<file path="src/hw/abmrs_pkg.sv">
// package for the bus master request and strobe block
// assumes a single 100 MHz clock and active-low asynchronous reset
package abmrs_pkg;
   // ------------------------------------------------------------
   // timing
   // ------------------------------------------------------------
   localparam int CLK_PERIOD_NS   = 10;
   // least time the strobe stays low in one cycle
   localparam int STROBE_LOW_NS   = 20;
   localparam int STROBE_LOW_CYC  =
      (STROBE_LOW_NS + CLK_PERIOD_NS - 1) / CLK_PERIOD_NS;
   localparam logic [3:0] STROBE_LOW_CNT = 4'(STROBE_LOW_CYC);
   // ------------------------------------------------------------
   // bus protocol select
   // ------------------------------------------------------------
   localparam logic PROTO_STROBE  = 1'b1;
   // ------------------------------------------------------------
   // reset values
   // ------------------------------------------------------------
   localparam logic RST_HIGH      = 1'b1;
   localparam logic RST_LOW       = 1'b0;
   localparam logic [7:0] RST_MASK = 8'h00;
   localparam logic [31:0] RST_ADDR = 32'h0000_0000;
   localparam logic [3:0] RST_CNT  = 4'h0;
   typedef enum logic [2:0] {
      ABMRS_IDLE,
      ABMRS_REQ,
      ABMRS_OWN,
      ABMRS_SETUP,
      ABMRS_STROBE,
      ABMRS_END
   } abmrs_state_t;
endpackage

</file>
<file path="src/hw/abmrs_master.sv">
// bus master request, grant acknowledge and cycle strobes
// one memory cycle at a time: request, take the bus, strobe, release
// assumes arbiter and slaves are synchronous to clk; one clock domain
// assumes pads are built outside from the _o and _oe pairs, and that
// the resolved bus levels come back on the _in ports
// Contract
// - address strobe falls only after address and direction outputs are valid.
// - each mastered cycle ends by raising the address strobe.
// - direction line high for whole read cycle, low for whole write.
// - interrupt asserted when any enabled pending source exists.
// - masked pending sources never assert the interrupt.
// - bus request driven low while the bus is needed; the code requests only in strobe protocol mode, until the bus is taken.
// - bus request released to high impedance when not requesting.
// - grant acknowledge used only in the strobe bus protocol mode.
// - take ownership after grant with strobe, acks, grant ack all idle.
module abmrs_master (
   input  wire logic        clk,
   input  wire logic        rst_n,
   input  wire logic        bus_protocol_select,
   input  wire logic        xfer_req,
   input  wire logic        xfer_read,
   input  wire logic [31:0] xfer_addr,
   input  wire logic        xfer_last,
   input  wire logic        bus_grant_n,
   input  wire logic        addr_strobe_n_in,
   input  wire logic        grant_ack_n_in,
   input  wire logic        size_ack_lo_n,
   input  wire logic        size_ack_hi_n,
   input  wire logic [7:0]  irq_status,
   input  wire logic [7:0]  irq_mask,
   output logic             bus_req_n_o,
   output logic             bus_req_n_oe,
   output logic             grant_ack_n_o,
   output logic             grant_ack_n_oe,
   output logic             addr_strobe_n_o,
   output logic             mem_dir_read_high_o,
   output logic [31:0]      addr_o,
   output logic             bus_drive_oe,
   output logic             int_n_o,
   output logic             int_n_oe,
   output logic             xfer_done
);
   abmrs_pkg::abmrs_state_t state_ff;
   abmrs_pkg::abmrs_state_t nxt_state;
   logic [3:0] cnt_ff;
   logic       last_ff;
   logic       bus_free;
   logic       cycle_ack;

   // ------------------------------------------------------------
   // decode shared by the ownership outputs
   // ------------------------------------------------------------
   // true from taking the bus until the tenure ends
   function automatic logic owns_bus(input abmrs_pkg::abmrs_state_t st);
      return st != abmrs_pkg::ABMRS_IDLE && st != abmrs_pkg::ABMRS_REQ;
   endfunction

   // ------------------------------------------------------------
   // arbitration and cycle sequencing
   // ------------------------------------------------------------
   // previous master and slave must be off the bus before taking it
   assign bus_free  = !bus_grant_n && addr_strobe_n_in && grant_ack_n_in
                      && size_ack_lo_n && size_ack_hi_n;
   assign cycle_ack = !size_ack_lo_n && !size_ack_hi_n;

   always_comb begin
      nxt_state = state_ff;
      case (state_ff)
         abmrs_pkg::ABMRS_IDLE: begin
            if (xfer_req && bus_protocol_select == abmrs_pkg::PROTO_STROBE) begin
               nxt_state = abmrs_pkg::ABMRS_REQ;
            end
         end
         abmrs_pkg::ABMRS_REQ: begin
            // grant alone is not ownership; wait for the bus to be idle
            if (bus_free) begin
               nxt_state = abmrs_pkg::ABMRS_OWN;
            end
         end
         abmrs_pkg::ABMRS_OWN: begin
            nxt_state = abmrs_pkg::ABMRS_SETUP;
         end
         abmrs_pkg::ABMRS_SETUP: begin
            nxt_state = abmrs_pkg::ABMRS_STROBE;
         end
         abmrs_pkg::ABMRS_STROBE: begin
            if (cnt_ff == 4'h0 && cycle_ack) begin
               nxt_state = abmrs_pkg::ABMRS_END;
            end
         end
         abmrs_pkg::ABMRS_END: begin
            // back-to-back cycle unless this was the last or the user let go
            if (last_ff || !xfer_req) begin
               nxt_state = abmrs_pkg::ABMRS_IDLE;
            end else begin
               nxt_state = abmrs_pkg::ABMRS_SETUP;
            end
         end
         default: begin
            nxt_state = abmrs_pkg::ABMRS_IDLE;
         end
      endcase
   end

   // ------------------------------------------------------------
   // state and strobe width counter
   // ------------------------------------------------------------
   // pins below, except the interrupt, follow nxt_state so each one comes straight from a flop
   always_ff @(posedge clk or negedge rst_n) begin
      if (!rst_n) begin
         state_ff <= abmrs_pkg::ABMRS_IDLE;
      end else begin
         state_ff <= nxt_state;
      end
   end

   // loaded on entering the strobe state; sets the least strobe low time
   always_ff @(posedge clk or negedge rst_n) begin
      if (!rst_n) begin
         cnt_ff <= abmrs_pkg::RST_CNT;
      end else if (nxt_state == abmrs_pkg::ABMRS_STROBE
                   && state_ff != abmrs_pkg::ABMRS_STROBE) begin
         cnt_ff <= abmrs_pkg::STROBE_LOW_CNT - 4'h1;
      end else if (cnt_ff != 4'h0) begin
         cnt_ff <= cnt_ff - 4'h1;
      end
   end

   // ------------------------------------------------------------
   // request and grant acknowledge pins
   // ------------------------------------------------------------
   always_ff @(posedge clk or negedge rst_n) begin
      if (!rst_n) begin
         bus_req_n_o  <= abmrs_pkg::RST_HIGH;
         bus_req_n_oe <= abmrs_pkg::RST_LOW;
      end else begin
         // open drain: drive low while requesting, else float
         // released on the edge that takes the bus, never driven high
         bus_req_n_o  <= 1'b0;
         bus_req_n_oe <= (nxt_state == abmrs_pkg::ABMRS_REQ);
      end
   end

   always_ff @(posedge clk or negedge rst_n) begin
      if (!rst_n) begin
         grant_ack_n_o  <= abmrs_pkg::RST_HIGH;
         grant_ack_n_oe <= abmrs_pkg::RST_LOW;
      end else begin
         // held from ownership until the last cycle's strobe has risen
         grant_ack_n_o  <= !owns_bus(nxt_state);
         grant_ack_n_oe <= owns_bus(nxt_state);
      end
   end

   // ------------------------------------------------------------
   // bus drivers
   // ------------------------------------------------------------
   // strobe, direction and address pads drive only during tenure,
   // so a foreign master never meets a second driver
   always_ff @(posedge clk or negedge rst_n) begin
      if (!rst_n) begin
         bus_drive_oe <= abmrs_pkg::RST_LOW;
      end else begin
         bus_drive_oe <= owns_bus(nxt_state);
      end
   end

   // ------------------------------------------------------------
   // address, direction and strobe
   // ------------------------------------------------------------
   always_ff @(posedge clk or negedge rst_n) begin
      if (!rst_n) begin
         addr_o              <= abmrs_pkg::RST_ADDR;
         mem_dir_read_high_o <= abmrs_pkg::RST_HIGH;
      end else if (nxt_state == abmrs_pkg::ABMRS_SETUP) begin
         // latched one cycle before the strobe falls, held for the cycle
         addr_o              <= xfer_addr;
         mem_dir_read_high_o <= xfer_read;
      end
   end

   // last flag picked up with the address, so a late change of
   // xfer_last cannot cut short a cycle that has already started
   always_ff @(posedge clk or negedge rst_n) begin
      if (!rst_n) begin
         last_ff <= abmrs_pkg::RST_LOW;
      end else if (nxt_state == abmrs_pkg::ABMRS_SETUP) begin
         last_ff <= xfer_last;
      end
   end

   always_ff @(posedge clk or negedge rst_n) begin
      if (!rst_n) begin
         addr_strobe_n_o <= abmrs_pkg::RST_HIGH;
      end else begin
         // low only in the strobe state; leaving it raises the strobe
         addr_strobe_n_o <= (nxt_state != abmrs_pkg::ABMRS_STROBE);
      end
   end

   // one-cycle pulse once the cycle has terminated
   always_ff @(posedge clk or negedge rst_n) begin
      if (!rst_n) begin
         xfer_done <= abmrs_pkg::RST_LOW;
      end else begin
         xfer_done <= (nxt_state == abmrs_pkg::ABMRS_END);
      end
   end

   // ------------------------------------------------------------
   // interrupt
   // ------------------------------------------------------------
   always_ff @(posedge clk or negedge rst_n) begin
      if (!rst_n) begin
         int_n_o  <= abmrs_pkg::RST_HIGH;
         int_n_oe <= abmrs_pkg::RST_LOW;
      end else begin
         // open drain like the request: pad only sinks, mask gates each source
         int_n_o  <= 1'b0;
         int_n_oe <= |(irq_status & irq_mask);
      end
   end
endmodule

</file>
<file path="config.mk">
export PLATFORM = sky130hd
export DESIGN_NAME = abmrs_master
export DESIGN_NICKNAME = d
export VERILOG_FILES = /design/src/hw/abmrs_pkg.sv /design/src/hw/abmrs_master.sv
export SDC_FILE = /design/constraint.sdc
export NUM_CORES = 1
export LEC_CHECK = 0
export BUFFER_PORTS_ARGS = -buffer_cell sky130_fd_sc_hd__buf_4
export CORE_MARGIN = 2
export CORE_UTILIZATION = 43
export CTS_BUF_LIST = sky130_fd_sc_hd__clkbuf_2
export CTS_CLUSTER_SIZE = 8
export DETAILED_ROUTE_END_ITERATION = 8
export PLACE_DENSITY = 0.77
export SETUP_SLACK_MARGIN = 0.4
export SLEW_MARGIN = 5
export SYNTH_ARGS = -nofsm -noshare
export SYNTH_HDL_FRONTEND = slang
export SYNTH_SLANG_ARGS = --single-unit
</file>
<file path="constraint.sdc">
create_clock -name clk -period 1.4 [get_ports clk]
set_input_delay 0.14 -clock clk [delete_from_list [all_inputs] [get_ports clk]]
set_output_delay 0.14 -clock clk [all_outputs]
set_load 0.005 [all_outputs]
</file>
==> summary.txt <==
GRT
  • Initial antenna violation count: 1
  • Gr ovfl total: 0
  • Vias in the first global route: 1967
  • First-pass GRT wire length: 9680 µm
  • Largest net degree at the start of global routing: 49
  • Gr usage total: 0.2445

Placed design
  • HPWL Detailed: 3319 µm
  • Placed Area: 2969 µm²
  • Dpl cells: 296
  • Port bufs: 100
  • Setup Slack @ Placement: -0.1018 ns
  • Routability cong.: 0.8708

Clock network
  • Number of buffers created by CTS: 5
  • # clock sinks: 48
  • Clk pin slew, worst setup/hold paths: 0.27 ns
  • Clk buf depth: 2
  • CTS tree: yes
  • Root buffer cell: clkbuf_2
  • H-tree depth: 2
  • Clock Latency Late Sink: 0.43 ns

STA
  • Final setup margin: -0.2016 ns
  • Min Tclk post-route: 1.602 ns
  • Slew Viols, Final: 0
  • Tcrit/Tclk final: 1.144
  • Hold violation count in the final report: 0
  • Worst hold slack: 0.1200 ns
  • Achievable clock frequency: 624.4 MHz
  • Post-Route Setup TNS: -6.190 ns
  • Unrepaired setup endpoints after global routing: yes
  • Slew @ Worst Pin: 0.5851 ns
  • Max-slew headroom: 0.6099
  • Setup Skew: 0.02747 ns
  • Final setup fails: 39

Final layout
  • Post-route cell area: 4119 µm²
  • Share of layout cells above drive strength 1: 0.6325
  • Footprint of the multi-input gates: 929.6 µm²
  • Non-Filler Instances: 387
  • Storage cell area: 1209 µm²
  • Layout Nets: 391
  • Layout area overhead: 100.2%
  • Fill count: 187
  • Final Util: 0.8838

Critical path
  • Worst path required time: 1.73 ns
  • WP data arrival: 1.93 ns
  • Setup CP Type: reg2reg
  • CP endpoint kind: flip-flop
  • Critical path, cell by cell: nor2b_4 > a32o_2 > buf_12 > mux2_4
  • CP Max Fanout: 14
  • Critical Path Source Type: flip-flop
  • Buffers & Inverters on Critical Path: 1
  • Delay of the slowest critical-path stage: 0.48 ns
  • Slowest CP cell: dfrtp_2
  • CP delay by family, top: flip-flops

Synthesis
  • Synth warn: 0
  • Post-synth top cells: dfrtp_1, mux2_4, mux2_2, nor2_1
  • Ys flop type: dfrtp_1
  • Post-synth EDFFs: 0
  • Seq cells post-synth: 48
  • Async S/R FF share, synth: 1.000
  • Synth Instances: 136
  • Top post-synthesis cells by area: dfrtp_1, mux2_4, dfstp_2
  • Synth top area share: 0.5353
  • Netlist cell types: 31
  • Synth area leader: dfrtp_1
  • Post-synthesis sequential area ratio: 0.5864
  • Syn nets: 196
  • Post-synthesis cell area: 2057 µm²
  • Most frequent cell after synthesis: dfrtp_1
  • Synthesized area per cell: 15.12 µm²

Pwr
  • Sw frac: 0.3119
  • Flop pwr share: 0.341
  • Internal power: 5.190 mW
  • Power Dens Cells: 1831 nW/µm²
  • Clock network fraction of design power: 0.102
  • Switch Pwr: 2.353 mW
  • Overall power: 7.543 mW
  • Comb pwr share: 0.557
  • LEAKAGE: 2.025 nW
  • VDD IR-drop max: 0.0009968 V

Run
  • Max-cap viol count: 0

Drt
  • Iter 0 DRT Violations: 92
  • DRT Pass-1 Iters: 4
  • Vias: 1952
  • Post-DRT Antenna Nets: 0
  • Total Routed Length: 7564 µm
  • WL/cell: 19.55 µm
  • Post-DR vias/cell: 5.044
  • DR DRC count: 0

Outcome
  • Status: finished, violations left
  • Failing checks: negative setup slack

Floorplanning
  • Initial Util: 0.4413
  • Die height: 73.17 µm
  • I/O pin cnt: 101
  • Placement Rows: 25
  • Core ar.: 4661 µm²
  • Total Die Area: 5353 µm²
  • Die Span X: 73.17 µm

Min path
  • Worst Hold Class: in2reg
==> state kept, by name, indices dropped and copies added, names as in the netlist <==
register	cells
addr_o	32
cnt_ff	4
state_ff	3
addr_strobe_n_o	1
bus_drive_oe	1
bus_req_n_oe	1
grant_ack_n_o	1
int_n_o	1
int_n_oe	1
last_ff	1
mem_dir_read_high_o	1
xfer_done	1
==> path summary, 6_finish.rpt <==
| kind | slack [ns] | to | startpoint | cells after the start |
|---|---|---|---|---|
| max in group asynchronous | 0.79 | state_ff[1]$_DFF_PN0_ | rst_n | 2 |
| hold reg to reg | 0.58 | addr_o[28]$_DFFE_PN0N_ | addr_o[28]$_DFFE_PN0N_ | 1 |
| setup reg to reg | -0.20 | last_ff$_DFFE_PN0N_ | state_ff[0]$_DFF_PN0_ | 4 |
| min in group asynchronous | 0.20 | cnt_ff[0]$_DFFE_PN0P_ | rst_n | 2 |
| setup / recovery | -0.20 | last_ff$_DFFE_PN0N_ | state_ff[0]$_DFF_PN0_ | 4 |
| hold / removal | 0.12 | addr_strobe_n_o$_DFF_PN1_ | xfer_req | 3 |
==> area by class of cell <==
cell class | instances | share of cell area
repair buffers | 194 | 0.4447
flip-flops and latches | 48 | 0.2934
multi-input cells | 79 | 0.2257
well taps | 54 | 0.01640
clock inverters | 3 | 0.01033
clock buffers | 5 | 0.006075
inverters | 3 | 0.002734
diodes | 1 | 0.0006075
==> layer usage <==
metal	routed length, µm	global-route usage
met1	2838	0.2894
met2	4060	0.4304
met3	373	0.04696
met4	291	0.1029
met5	0	0
==> power groups by stage <==
stage / registers (mW) / logic, mW / clock network, mW
final: 2.58 / 4.20 / 0.769
after global routing: 2.63 / 4.41 / 0.835
after CTS: 2.48 / 3.47 / 0.764
after detailed placement: 2.40 / 2.70 / 0
after global placement: 2.39 / 2.63 / 0
after floorplan: 2.43 / 1.35 / 0
==> cells in the final DEF (no fill, tap or decap), drive strengths merged <==
master,instances
mux2,34
nand3,3
dfrtp,44
nor4,1
buf,138
o21ai,1
clkinv,1
nor2b,4
a211oi,3
dlygate4sd3,55
nand3b,1
and3b,1
nand4,2
conb,1
nor3b,1
a21oi,1
or3b,2
xnor2,1
o2111ai,1
a21o,3
dfstp,4
ha,1
a22oi,4
nand2,1
inv,3
nand2b,2
bufinv,1
nor2,7
mux2i,1
a32o,1
diode,1
a211o,1
clkbuf,6
nor3,1
clkinvlp,1
==> tightest hold or removal path: cells and delay by family <==
| kind | cells | cell delay (ns) |
|---|---|---|
| AND/OR/NAND/NOR | 2 | 0.28 |
| buffers and inverters | 1 | 0.13 |
==> cells by family after synthesis <==
| logic type | share of synthesized area |
|---|---|
| and+or+nand+nor | 0.07178 |
| buffers and inverters | 0.03467 |
| AOI/OAI and AO/OA | 0.05474 |
| other | 0.001823 |
| DFF | 0.5864 |
| xor gates and xnor gates | 0.004259 |
| muxes | 0.2403 |
| adders and majority gates | 0.006082 |
==> repair_timing <==
item | in CTS | in global routing
pin swaps | 6 | 11
cloned | 0 | 1
gates resized for setup | 57 | 21
endpoints found under the setup margin | 88 | 88
hold endpoints to repair | 81 | 0
buffers inserted | 12 | 14
hold buffers | 55 | 0
No activity file was read; power rests on OpenSTA's default activity.
